==> config.mk <==
export PLATFORM = sky130hd
export DESIGN_NAME = hrpm_core
export DESIGN_NICKNAME = d
export VERILOG_FILES = /design/src/design/hrpm_core.v /design/src/design/hrpm_fifo.v /design/src/design/hrpm_timer.v
export VERILOG_INCLUDE_DIRS = /design/src /design/src/design
export SDC_FILE = /design/constraint.sdc
export NUM_CORES = 1
export LEC_CHECK = 0
export BUFFER_PORTS_ARGS = -buffer_cell sky130_fd_sc_hd__buf_2
export CORE_UTILIZATION = 31
export CTS_CLUSTER_SIZE = 24
export DETAILED_ROUTE_END_ITERATION = 8
export PLACE_DENSITY = 0.45
export SLEW_MARGIN = 15
export SYNTH_ARGS = -nofsm -noshare
export SYNTH_HDL_FRONTEND = slang
export SYNTH_SLANG_ARGS = --single-unit
==> constraint.sdc <==
create_clock -name i_clk -period 7.3 [get_ports i_clk]
set_input_delay 0.365 -clock i_clk [delete_from_list [all_inputs] [get_ports i_clk]]
set_output_delay 0.365 -clock i_clk [all_outputs]
set_load 0.01 [all_outputs]
==> src/design/hrpm_defines.vh <==
// Constants of the high rate payload mode controller
`ifndef HRPM_DEFINES_VH
`define HRPM_DEFINES_VH
// Register offsets
`define HRPM_OFS_RATE_CTRL 8'h0C
`define HRPM_OFS_THRESH 8'h15
`define HRPM_OFS_EXT_CTRL 8'h17
// Rate control fields and reset value
`define HRPM_BIT_RX_PROTECT 7
`define HRPM_BIT_SCRAM 5
`define HRPM_RATE_HI 2
`define HRPM_RATE_LO 0
`define HRPM_RATE_CTRL_RST 8'h20
// Threshold and extended control fields
`define HRPM_THR_HI 3
`define HRPM_THR_LO 0
`define HRPM_BIT_SHORT_ACK 2
`define HRPM_THRESH_RST 8'h00
`define HRPM_EXT_CTRL_RST 8'h00
// Rate codes
`define HRPM_RATE_250 3'h0
`define HRPM_RATE_500 3'h1
`define HRPM_RATE_1000 3'h2
`define HRPM_RATE_2000 3'h3
// Timing counts in 40 ns clock cycles
`define HRPM_ED_SHORT_CYC 800
`define HRPM_ED_STD_CYC 3200
`define HRPM_ACK_STD_CYC 4800
`define HRPM_ACK_SHORT_CYC 800
`define HRPM_TMR_W 13
`endif

==> src/design/hrpm_core.v <==
// High rate payload mode controller: registers, framing, ED, CCA, ack
// Summary of operation
// - Payload rate comes from three-bit field of register 0x0C.
// - Codes 0..3 mean 250, 500, 1000, 2000 kb/s; others reserved.
// - Header always runs at 250 kb/s; only payload uses chosen rate.
// - Rate choice leaves other features working, but high rate forces clear channel mode to energy only.
// - High rate buffer read gives invalid link quality byte after payload.
// - Buffer read order: state, length, payload, link quality, energy, receive status.
// - High rate energy measurement lasts 32 us, not eight symbols.
// - Nonzero threshold level drops frames weaker than threshold.
// - Each threshold step adds 3 dB; 0 most sensitive, 15 highest.
// - High rate frame with undecodable weak payload is rejected.
// - Scrambler enable resets to one, scrambling 2000 kb/s by default.
// - Writing bit 5 of 0x0C to zero stops chip scrambling.
// - High rate clear channel check uses energy threshold only.
// - Short turnaround bit cuts auto ack delay 192 us to 32 us.
// - 0x0C: protect bit 7, scrambler bit 5, rate 2:0; rest zero.
`timescale 1ns/1ps
`include "hrpm_defines.vh"
module hrpm_core #(
    parameter FIFO_DEPTH = 8,
    parameter FIFO_AW = 3,
    parameter ED_SHORT_CYC = `HRPM_ED_SHORT_CYC,
    parameter ED_STD_CYC = `HRPM_ED_STD_CYC,
    parameter ACK_STD_CYC = `HRPM_ACK_STD_CYC,
    parameter ACK_SHORT_CYC = `HRPM_ACK_SHORT_CYC
) (
    // Clock, reset, enable
    input wire i_clk,
    input wire i_nrst,
    input wire i_ce,
    // Register port
    input wire i_reg_wr,
    input wire i_reg_rd,
    input wire [7:0] i_reg_addr,
    input wire [7:0] i_reg_wdata,
    output reg [7:0] o_reg_rdata,
    // Receive side from demodulator (pins, synchronised here)
    input wire i_rx_hdr_det,
    input wire i_rx_payload_ok,
    input wire [7:0] i_rx_rssi_step,
    input wire i_rx_end,
    // Received octet stream into frame buffer
    input wire i_rx_byte_valid,
    output wire o_rx_byte_ready,
    input wire [7:0] i_rx_byte,
    // Frame buffer read port
    input wire i_fb_start,
    input wire i_fb_next,
    input wire [7:0] i_radio_state_byte,
    input wire [7:0] i_frame_len,
    input wire [7:0] i_ed_value,
    input wire [7:0] i_rx_status,
    output reg [7:0] o_fb_data,
    output wire o_fb_valid,
    // Modem control outputs
    output reg [2:0] o_payload_rate,
    output reg o_hdr_rate_std,
    output reg o_scramble_on,
    output reg o_frame_reject,
    output reg o_frame_accept,
    output reg o_rx_protect,
    // Energy detection and clear channel
    input wire i_ed_start,
    input wire [1:0] i_cca_mode_req,
    output wire o_ed_busy,
    output wire o_ed_done,
    output reg [1:0] o_cca_mode,
    // Automatic acknowledgment
    input wire i_auto_ack_receive_mode,
    input wire i_ack_frame_end,
    output wire o_ack_tx_start
);
    // ==========================================
    // Reset release
    reg rst_s1_ff;
    reg rst_s2_ff;
    wire rst_n;

    always @(posedge i_clk or negedge i_nrst) begin
        if (!i_nrst) begin
            rst_s1_ff <= 1'b0;
            rst_s2_ff <= 1'b0;
        end else begin
            rst_s1_ff <= 1'b1;
            rst_s2_ff <= rst_s1_ff;
        end
    end
    assign rst_n = rst_s2_ff;

    // ==========================================
    // Pin synchronisers (first stage read only by second)
    reg [2:0] pin_s1_ff;
    reg [2:0] pin_s2_ff;
    reg [7:0] rssi_s1_ff;
    reg [7:0] rssi_s2_ff;
    wire hdr_det;
    wire payload_ok;
    wire rx_end;

    always @(posedge i_clk or negedge rst_n) begin
        if (!rst_n) begin
            pin_s1_ff <= 3'h0;
            pin_s2_ff <= 3'h0;
            rssi_s1_ff <= 8'h00;
            rssi_s2_ff <= 8'h00;
        end else if (i_ce) begin
            pin_s1_ff <= {i_rx_end, i_rx_payload_ok, i_rx_hdr_det};
            pin_s2_ff <= pin_s1_ff;
            rssi_s1_ff <= i_rx_rssi_step;
            rssi_s2_ff <= rssi_s1_ff;
        end
    end
    assign hdr_det = pin_s2_ff[0];
    assign payload_ok = pin_s2_ff[1];
    assign rx_end = pin_s2_ff[2];

    // ==========================================
    // Register file
    reg [7:0] rate_ctrl_ff;
    reg [7:0] thresh_ff;
    reg [7:0] ext_ctrl_ff;
    wire [2:0] rate_sel;
    wire [3:0] thr_level;
    wire high_rate;

    // Writable bits only; reserved bits held at zero
    always @(posedge i_clk or negedge rst_n) begin
        if (!rst_n) begin
            rate_ctrl_ff <= `HRPM_RATE_CTRL_RST;
            thresh_ff <= `HRPM_THRESH_RST;
            ext_ctrl_ff <= `HRPM_EXT_CTRL_RST;
        end else if (i_ce && i_reg_wr) begin
            case (i_reg_addr)
                `HRPM_OFS_RATE_CTRL: begin
                    rate_ctrl_ff <= i_reg_wdata & 8'hA7;
                end
                `HRPM_OFS_THRESH: begin
                    thresh_ff <= i_reg_wdata & 8'h8F;
                end
                `HRPM_OFS_EXT_CTRL: begin
                    ext_ctrl_ff <= i_reg_wdata & 8'hF7;
                end
                default: begin
                end
            endcase
        end
    end

    // Read mux; unmapped offsets read zero
    always @(posedge i_clk or negedge rst_n) begin
        if (!rst_n) begin
            o_reg_rdata <= 8'h00;
        end else if (i_ce && i_reg_rd) begin
            case (i_reg_addr)
                `HRPM_OFS_RATE_CTRL: o_reg_rdata <= rate_ctrl_ff;
                `HRPM_OFS_THRESH: o_reg_rdata <= thresh_ff;
                `HRPM_OFS_EXT_CTRL: o_reg_rdata <= ext_ctrl_ff;
                default: o_reg_rdata <= 8'h00;
            endcase
        end
    end

    assign rate_sel = rate_ctrl_ff[`HRPM_RATE_HI:`HRPM_RATE_LO];
    assign thr_level = thresh_ff[`HRPM_THR_HI:`HRPM_THR_LO];
    // Reserved rate codes fall back to the standard rate
    assign high_rate = (rate_sel == `HRPM_RATE_500) |
                       (rate_sel == `HRPM_RATE_1000) |
                       (rate_sel == `HRPM_RATE_2000);

    // ==========================================
    // Modem rate and scrambler steering
    // Rate changes payload timing and gates the scrambler; header and protect paths stay untouched
    always @(posedge i_clk or negedge rst_n) begin
        if (!rst_n) begin
            o_payload_rate <= `HRPM_RATE_250;
            o_hdr_rate_std <= 1'b1;
            o_scramble_on <= 1'b0;
            o_rx_protect <= 1'b0;
        end else if (i_ce) begin
            o_payload_rate <= high_rate ? rate_sel : `HRPM_RATE_250;
            o_hdr_rate_std <= 1'b1;
            o_scramble_on <= (rate_sel == `HRPM_RATE_2000) &
                             rate_ctrl_ff[`HRPM_BIT_SCRAM];
            o_rx_protect <= rate_ctrl_ff[`HRPM_BIT_RX_PROTECT];
        end
    end

    // ==========================================
    // Frame acceptance on header detect
    // Level compare in 3 dB steps; level 0 lets everything through
    reg in_frame_ff;
    wire below_thr;
    assign below_thr = (thr_level != 4'h0) &&
                       (rssi_s2_ff < {4'h0, thr_level});

    always @(posedge i_clk or negedge rst_n) begin
        if (!rst_n) begin
            in_frame_ff <= 1'b0;
            o_frame_reject <= 1'b0;
            o_frame_accept <= 1'b0;
        end else if (i_ce) begin
            o_frame_reject <= 1'b0;
            o_frame_accept <= 1'b0;
            if (!in_frame_ff && hdr_det) begin
                in_frame_ff <= 1'b1;
                if (below_thr) begin
                    o_frame_reject <= 1'b1;
                end else if (high_rate && !payload_ok) begin
                    o_frame_reject <= 1'b1;
                end else begin
                    o_frame_accept <= 1'b1;
                end
            end else if (in_frame_ff && rx_end) begin
                in_frame_ff <= 1'b0;
            end
        end
    end

    // ==========================================
    // Payload buffering in an 8-entry FIFO
    wire pl_valid;
    wire [7:0] pl_data;
    wire pl_pop;
    wire fb_flush;

    hrpm_fifo #(
        .WIDTH(8),
        .DEPTH(FIFO_DEPTH),
        .AW(FIFO_AW)
    ) u_fifo (
        .i_clk(i_clk),
        .i_rst_n(rst_n),
        .i_ce(i_ce),
        .i_in_valid(i_rx_byte_valid),
        .o_in_ready(o_rx_byte_ready),
        .i_in_data(i_rx_byte),
        .o_out_valid(pl_valid),
        .i_out_ready(pl_pop),
        .o_out_data(pl_data),
        .i_flush(fb_flush)
    );

    // ==========================================
    // Frame buffer read sequencer
    localparam FB_IDLE = 3'd0;
    localparam FB_STATE = 3'd1;
    localparam FB_LEN = 3'd2;
    localparam FB_PAYLOAD = 3'd3;
    localparam FB_LQI = 3'd4;
    localparam FB_ED = 3'd5;
    localparam FB_STATUS = 3'd6;

    reg [2:0] fb_st_ff;
    reg [2:0] nxt_fb_st;
    reg [7:0] fb_left_ff;
    reg [7:0] nxt_fb_left;
    reg [7:0] nxt_fb_data;

    assign fb_flush = i_fb_start;
    // Stall payload phase while the FIFO is empty
    assign pl_pop = (fb_st_ff == FB_LEN || fb_st_ff == FB_PAYLOAD) &&
                    i_fb_next && (fb_left_ff != 8'h00) && pl_valid;
    assign o_fb_valid = (fb_st_ff != FB_IDLE) &&
                        !((fb_st_ff == FB_PAYLOAD) && !pl_valid &&
                          (fb_left_ff != 8'h00));

    // Ordering: state, length, payload, link quality, energy, status
    always @* begin
        nxt_fb_st = fb_st_ff;
        nxt_fb_left = fb_left_ff;
        nxt_fb_data = o_fb_data;
        if (i_fb_start) begin
            nxt_fb_st = FB_STATE;
            nxt_fb_data = i_radio_state_byte;
        end else if (i_fb_next) begin
            case (fb_st_ff)
                FB_STATE: begin
                    nxt_fb_st = FB_LEN;
                    nxt_fb_left = i_frame_len;
                    nxt_fb_data = i_frame_len;
                end
                FB_LEN, FB_PAYLOAD: begin
                    if (fb_left_ff == 8'h00) begin
                        nxt_fb_st = FB_LQI;
                        nxt_fb_data = 8'h00;
                    end else if (pl_valid) begin
                        nxt_fb_st = FB_PAYLOAD;
                        nxt_fb_left = fb_left_ff - 8'h01;
                        nxt_fb_data = pl_data;
                    end
                end
                FB_LQI: begin
                    nxt_fb_st = FB_ED;
                    nxt_fb_data = i_ed_value;
                end
                FB_ED: begin
                    nxt_fb_st = FB_STATUS;
                    nxt_fb_data = i_rx_status;
                end
                FB_STATUS: begin
                    nxt_fb_st = FB_IDLE;
                    nxt_fb_data = 8'h00;
                end
                default: begin
                    nxt_fb_st = FB_IDLE;
                end
            endcase
        end
    end

    // Pop happens on the step out of the length stage too
    always @(posedge i_clk or negedge rst_n) begin
        if (!rst_n) begin
            fb_st_ff <= FB_IDLE;
            fb_left_ff <= 8'h00;
            o_fb_data <= 8'h00;
        end else if (i_ce) begin
            fb_st_ff <= nxt_fb_st;
            fb_left_ff <= nxt_fb_left;
            o_fb_data <= nxt_fb_data;
        end
    end

    // ==========================================
    // Energy detection window
    wire [`HRPM_TMR_W-1:0] ed_len;
    assign ed_len = high_rate ? ED_SHORT_CYC[`HRPM_TMR_W-1:0] :
                                ED_STD_CYC[`HRPM_TMR_W-1:0];

    hrpm_timer #(
        .W(`HRPM_TMR_W)
    ) u_ed_tmr (
        .i_clk(i_clk),
        .i_rst_n(rst_n),
        .i_ce(i_ce),
        .i_start(i_ed_start),
        .i_len(ed_len),
        .o_busy(o_ed_busy),
        .o_done(o_ed_done)
    );

    // Carrier sense modes are forced to energy only at high rate
    always @(posedge i_clk or negedge rst_n) begin
        if (!rst_n) begin
            o_cca_mode <= 2'h1;
        end else if (i_ce) begin
            o_cca_mode <= high_rate ? 2'h1 : i_cca_mode_req;
        end
    end

    // ==========================================
    // Acknowledgment turnaround
    wire [`HRPM_TMR_W-1:0] ack_len;
    wire ack_go;
    assign ack_len = ext_ctrl_ff[`HRPM_BIT_SHORT_ACK] ?
                     ACK_SHORT_CYC[`HRPM_TMR_W-1:0] :
                     ACK_STD_CYC[`HRPM_TMR_W-1:0];
    assign ack_go = i_auto_ack_receive_mode & i_ack_frame_end;

    hrpm_timer #(
        .W(`HRPM_TMR_W)
    ) u_ack_tmr (
        .i_clk(i_clk),
        .i_rst_n(rst_n),
        .i_ce(i_ce),
        .i_start(ack_go),
        .i_len(ack_len),
        .o_busy(),
        .o_done(o_ack_tx_start)
    );
endmodule

==> src/design/hrpm_fifo.v <==
// Parameterised flip-flop FIFO with valid/ready on both sides
`timescale 1ns/1ps
module hrpm_fifo #(
    parameter WIDTH = 8,
    parameter DEPTH = 8,
    parameter AW = 3
) (
    // Clock, reset, enable
    input wire i_clk,
    input wire i_rst_n,
    input wire i_ce,
    // Fill side
    input wire i_in_valid,
    output wire o_in_ready,
    input wire [WIDTH-1:0] i_in_data,
    // Drain side
    output wire o_out_valid,
    input wire i_out_ready,
    output wire [WIDTH-1:0] o_out_data,
    // Flush
    input wire i_flush
);
    reg [WIDTH-1:0] mem_ff [0:DEPTH-1];
    reg [AW-1:0] wr_ff;
    reg [AW-1:0] rd_ff;
    reg [AW:0] cnt_ff;
    wire push;
    wire pop;
    integer k;

    // Honest full and empty from the occupancy count
    assign o_in_ready = (cnt_ff != DEPTH[AW:0]);
    assign o_out_valid = (cnt_ff != {(AW+1){1'b0}});
    assign o_out_data = mem_ff[rd_ff];
    assign push = i_in_valid & o_in_ready;
    assign pop = o_out_valid & i_out_ready;

    // ==========================================
    // Pointers and storage
    always @(posedge i_clk or negedge i_rst_n) begin
        if (!i_rst_n) begin
            wr_ff <= {AW{1'b0}};
            rd_ff <= {AW{1'b0}};
            cnt_ff <= {(AW+1){1'b0}};
            for (k = 0; k < DEPTH; k = k + 1) begin
                mem_ff[k] <= {WIDTH{1'b0}};
            end
        end else if (i_ce) begin
            if (i_flush) begin
                wr_ff <= {AW{1'b0}};
                rd_ff <= {AW{1'b0}};
                cnt_ff <= {(AW+1){1'b0}};
            end else begin
                if (push) begin
                    mem_ff[wr_ff] <= i_in_data;
                    wr_ff <= wr_ff + 1'b1;
                end
                if (pop) begin
                    rd_ff <= rd_ff + 1'b1;
                end
                if (push & ~pop) begin
                    cnt_ff <= cnt_ff + 1'b1;
                end else if (pop & ~push) begin
                    cnt_ff <= cnt_ff - 1'b1;
                end
            end
        end
    end
endmodule

==> src/design/hrpm_timer.v <==
// Down counter for measurement and turnaround windows
`timescale 1ns/1ps
module hrpm_timer #(
    parameter W = 13
) (
    // Clock, reset, enable
    input wire i_clk,
    input wire i_rst_n,
    input wire i_ce,
    // Control
    input wire i_start,
    input wire [W-1:0] i_len,
    // Status
    output wire o_busy,
    output reg o_done
);
    reg [W-1:0] cnt_ff;

    assign o_busy = (cnt_ff != {W{1'b0}});

    // ==========================================
    // Load on start, pulse done when reaching zero
    always @(posedge i_clk or negedge i_rst_n) begin
        if (!i_rst_n) begin
            cnt_ff <= {W{1'b0}};
            o_done <= 1'b0;
        end else if (i_ce) begin
            o_done <= (cnt_ff == {{(W-1){1'b0}}, 1'b1});
            if (i_start) begin
                cnt_ff <= i_len;
            end else if (o_busy) begin
                cnt_ff <= cnt_ff - 1'b1;
            end
        end
    end
endmodule
==> impl_results.md <==
* Sequential cell area at 0.00451 mm^2
* Initial antenna violation count at 1
* Core region area at 0.0288 mm^2
* CTS tree: yes
* Overall die height at 173 um
* Worst path top cell family by delay: compound AO/OA/AOI/OAI gates
* Number of global-route vias before repair at 6,590
* Crit Path Category: reg2reg
* CP required at 7600 ps
* RSZ-0062 raised after global routing: false
* CTS clk-pin slew, worst paths at 80 ps
* Synth area leader: dfrtp_1
* Seq cells post-synth at 180
* DRC violation count after routing at 0
* Fin. Hold Viols at 0
* Slowest-stage cell, CP: dfrtp_1
* Slew Viols, Final at 0
* Switch share at 34.3%
* Final Wtd Congestion at 0.761
* Crit path max fanout at 21
* Total gr overflow at 0
* Maxcap violations at 0
* Crit-path cells: nand2b_1, a211oi_1, nand2_1, nand2_1, ha_1, a21o_1, a21oi_1, nand4_1, o31a_1, o311ai_0
* Slowest cell delay on critical path at 690 ps
* Internal at 2.14 mW
* Comb power frac at 28.1%
* Synthesized area at 0.00911 mm^2
* Wirelength per Cell at 17.0 um
* Clock H-tree levels at 4
* Initial core utilization at 31.6%
* Post-synth top cells: 178 x dfrtp_1, 103 x mux2_2, 59 x o21ai_0, 57 x nor2_1, 53 x nand2_1
* Clk sinks at 180
* Measured slew at the worst slew-check pin at 961 ps
* Post-Syn Instances at 809
* Top-area cell type share of the netlist area at 48.9%
* Worst skew pair latency at 440 ps
* Site Rows at 62
* Largest net degree at the start of global routing at 80
* Final setup fails at 0
* # fillers at 2,882
* Layout cell share with drive strength beyond 1 at 31.4%
* Rel. slew slack at 36.0%
* Period utilization at 50.9%
* Clock power frac at 28.2%
* Number of flops mapped to enable cells by yosys at 0
* Post-route ant nets at 0
* Vias after detailed routing at 6,528
* Port Buf Inserts at 109
* Final Skew at 14.1 ps
* Post-synth cell types at 71
* Final Power at 3.26 mW
* Ys Warns at 0
* Mean Syn Cell Area at 11.3 um^2
* Iter 0 DRT Violations at 372
* WP buf/inv at 0
* Period minus WS final at 3710 ps
* Sequential area share after synthesis at 49.5%
* Synth top area cells: dfrtp_1 49%, mux2_2 13%, mux4_2 4.0%, o21ai_0 3.2%, nor2_1 2.3%
* Top-count cell post-synth: dfrtp_1
* Post-Route WL at 22,200 um
* Flop pwr share at 43.7%
* First-pass iteration count of the detailed router at 4
* Async set-reset flop share out of synthesis at 100%
* Max VDD drop at 0.000171 V
* Critical path capture point type: flip-flop
* GRT Total Usage at 15.4%
* Status: finished clean
* Setup TNS at 0 ps
* Global-route wire length before repair at 36,600 um
* Fmax at 269 MHz
* Final #Nets at 998
* Multi-input gate area at 0.00428 mm^2
* Num CTS Buffers at 17
* Ys flop type: dfrtp_1
* Most common cell on crit path: nand2_1
* Crit path arrival time at 4010 ps
* Area Growth Syn to Fin at 16.7%
* Hold/Removal Path Class: in2reg
* Die area at 0.0301 mm^2
* Power density over the cells at 306 mW/mm^2
* Sw Pwr at 1.12 mW
* IO Pins at 111
* Root buffer cell: clkbuf_16
* Via-to-Cell Ratio at 5.01
* Clock Path Buffers at 2
* Crit start category: flip-flop
* Post-CTS setup buffers at 0
* Detail Placement HPWL at 14,900 um
* Die X at 173 um
* Leakage power at 4.87 nW
==> worst reg2reg max path, delay by kind of cell, from the launching register on <==
family | cells | cell delay, ps
AOI/OAI and AO/OA | 5 | 1600
and+or+nand+nor | 4 | 1050
adders and majority gates | 1 | 240
DFF | 1 | 690
==> cell families (layout without fill, tap and decap cells) <==
kind of cell / after synthesis / count (layout) / share of synthesized area (%)
AOI/OAI and AO/OA: 192 / 192 / 14.2
xor gates and xnor gates: 2 / 2 / 0.192
adders and majority gates: 14 / 14 / 2.01
buffers and inverters: 79 / 186 / 3.54
DFF: 180 / 180 / 49.5
muxes: 140 / 140 / 19.0
other: 1 / 3 / 0.0412
and+or+nand+nor: 201 / 201 / 11.6
==> cell type report <==
cell class              instances  area share, %
flip-flops and latches        180           42.4
inverters                      36           1.27
clock buffers                  17           4.00
well taps                     384           4.52
multi-input cells             551           40.3
clock inverters                15           1.52
repair buffers                118           5.98
diodes                          1         0.0235
==> power groups by stage <==
stage	clock network, mW	logic, mW	registers, mW
floorplan	0	0.725	1.38
global placement	0	0.921	1.44
detailed placement	0	0.928	1.44
CTS	0.955	0.931	1.42
global route	0.996	1.03	1.46
finish	0.918	0.916	1.42
==> path summary, 6_finish.rpt <==
| check | from | endpoint | slack, ps | depth (start not counted) |
|---|---|---|---|---|
| min in group asynchronous | i_nrst | rst_n | 230 | 2 |
| hold reg to reg | rst_n | rssi_s1_ff[6] | 280 | 0 |
| hold / removal | i_rx_rssi_step[1] | rssi_s1_ff[1] | 160 | 2 |
| setup reg to reg | fb_st_ff[1] | u_fifo.cnt_ff[3] | 3590 | 10 |
| max in group asynchronous | rst_n | u_fifo.cnt_ff[1] | 5730 | 1 |
| setup / recovery | fb_st_ff[1] | u_fifo.cnt_ff[3] | 3590 | 10 |
==> routing by layer <==
layer | share of wire (%) | track usage, %
met1 | 49 | 21.7
met2 | 47 | 24.2
met3 | 2.6 | 3.22
met4 | 0.64 | 3.50
met5 | 0 | 0
==> repair_timing <==
action | 4_1_cts | 5_1_grt
gates resized for setup | 0 | 0
hold endpoints to repair | 2 | 0
hold buffers | 1 | 0
==> state kept, by name, summed over array words and instances (netlist names), 2 cells and up <==
register / count
o_cca_mode: 2
o_reg_rdata: 8
o_fb_data: 8
ext_ctrl_ff: 7
fb_left_ff: 8
fb_st_ff: 3
u_fifo.mem_ff: 64
u_ed_tmr.cnt_ff: 13
pin_s1_ff: 3
u_ack_tmr.cnt_ff: 13
rssi_s2_ff: 8
o_payload_rate: 3
thresh_ff: 5
rate_ctrl_ff: 5
u_fifo.rd_ff: 3
u_fifo.wr_ff: 3
pin_s2_ff: 3
rssi_s1_ff: 8
u_fifo.cnt_ff: 4
==> through the flow <==
step | cell area (um^2) | instances | utilization, % | hold slack [ps] | setup slack, ps
global route | 10600 | 1301 | 36.9 | 138 | 3320
floorplan | 9110 | 810 | - | 69.4 | 1920
finish | 10600 | 1302 | 36.9 | 157 | 3590
CTS | 10600 | 1300 | 36.8 | 132 | 3620
global placement | 10000 | 1267 | 34.8 | 151 | 3890
detailed placement | 10000 | 1267 | 34.8 | 151 | 3800
==> cells in the final DEF, fill, tap and decap left out, types with 4 or more instances in the layout <==
cell type,Yosys,layout
dfrtp_1,178,177
buf_2,9,109
mux2_2,103,103
o21ai_0,59,59
nor2_1,57,57
nand2_1,53,53
a21oi_1,36,36
inv_1,35,35
mux2i_1,21,21
o2bb2ai_1,19,19
nor3_1,17,17
clkbuf_16,0,17
mux4_2,16,16
a22o_1,15,15
ha_1,13,13
nor4_1,10,10
nor2b_1,9,9
a22oi_1,9,9
a221oi_1,8,8
a31oi_1,7,7
buf_4,2,7
or3_1,6,6
nand3_1,6,6
or4_1,6,6
o31ai_1,4,4
o22ai_1,4,4
nor4b_1,4,4
nand4_1,4,4
a21o_1,4,4
clkinv_4,0,4
inv_8,0,4
Note: power is estimated with default switching activity, not from simulation.
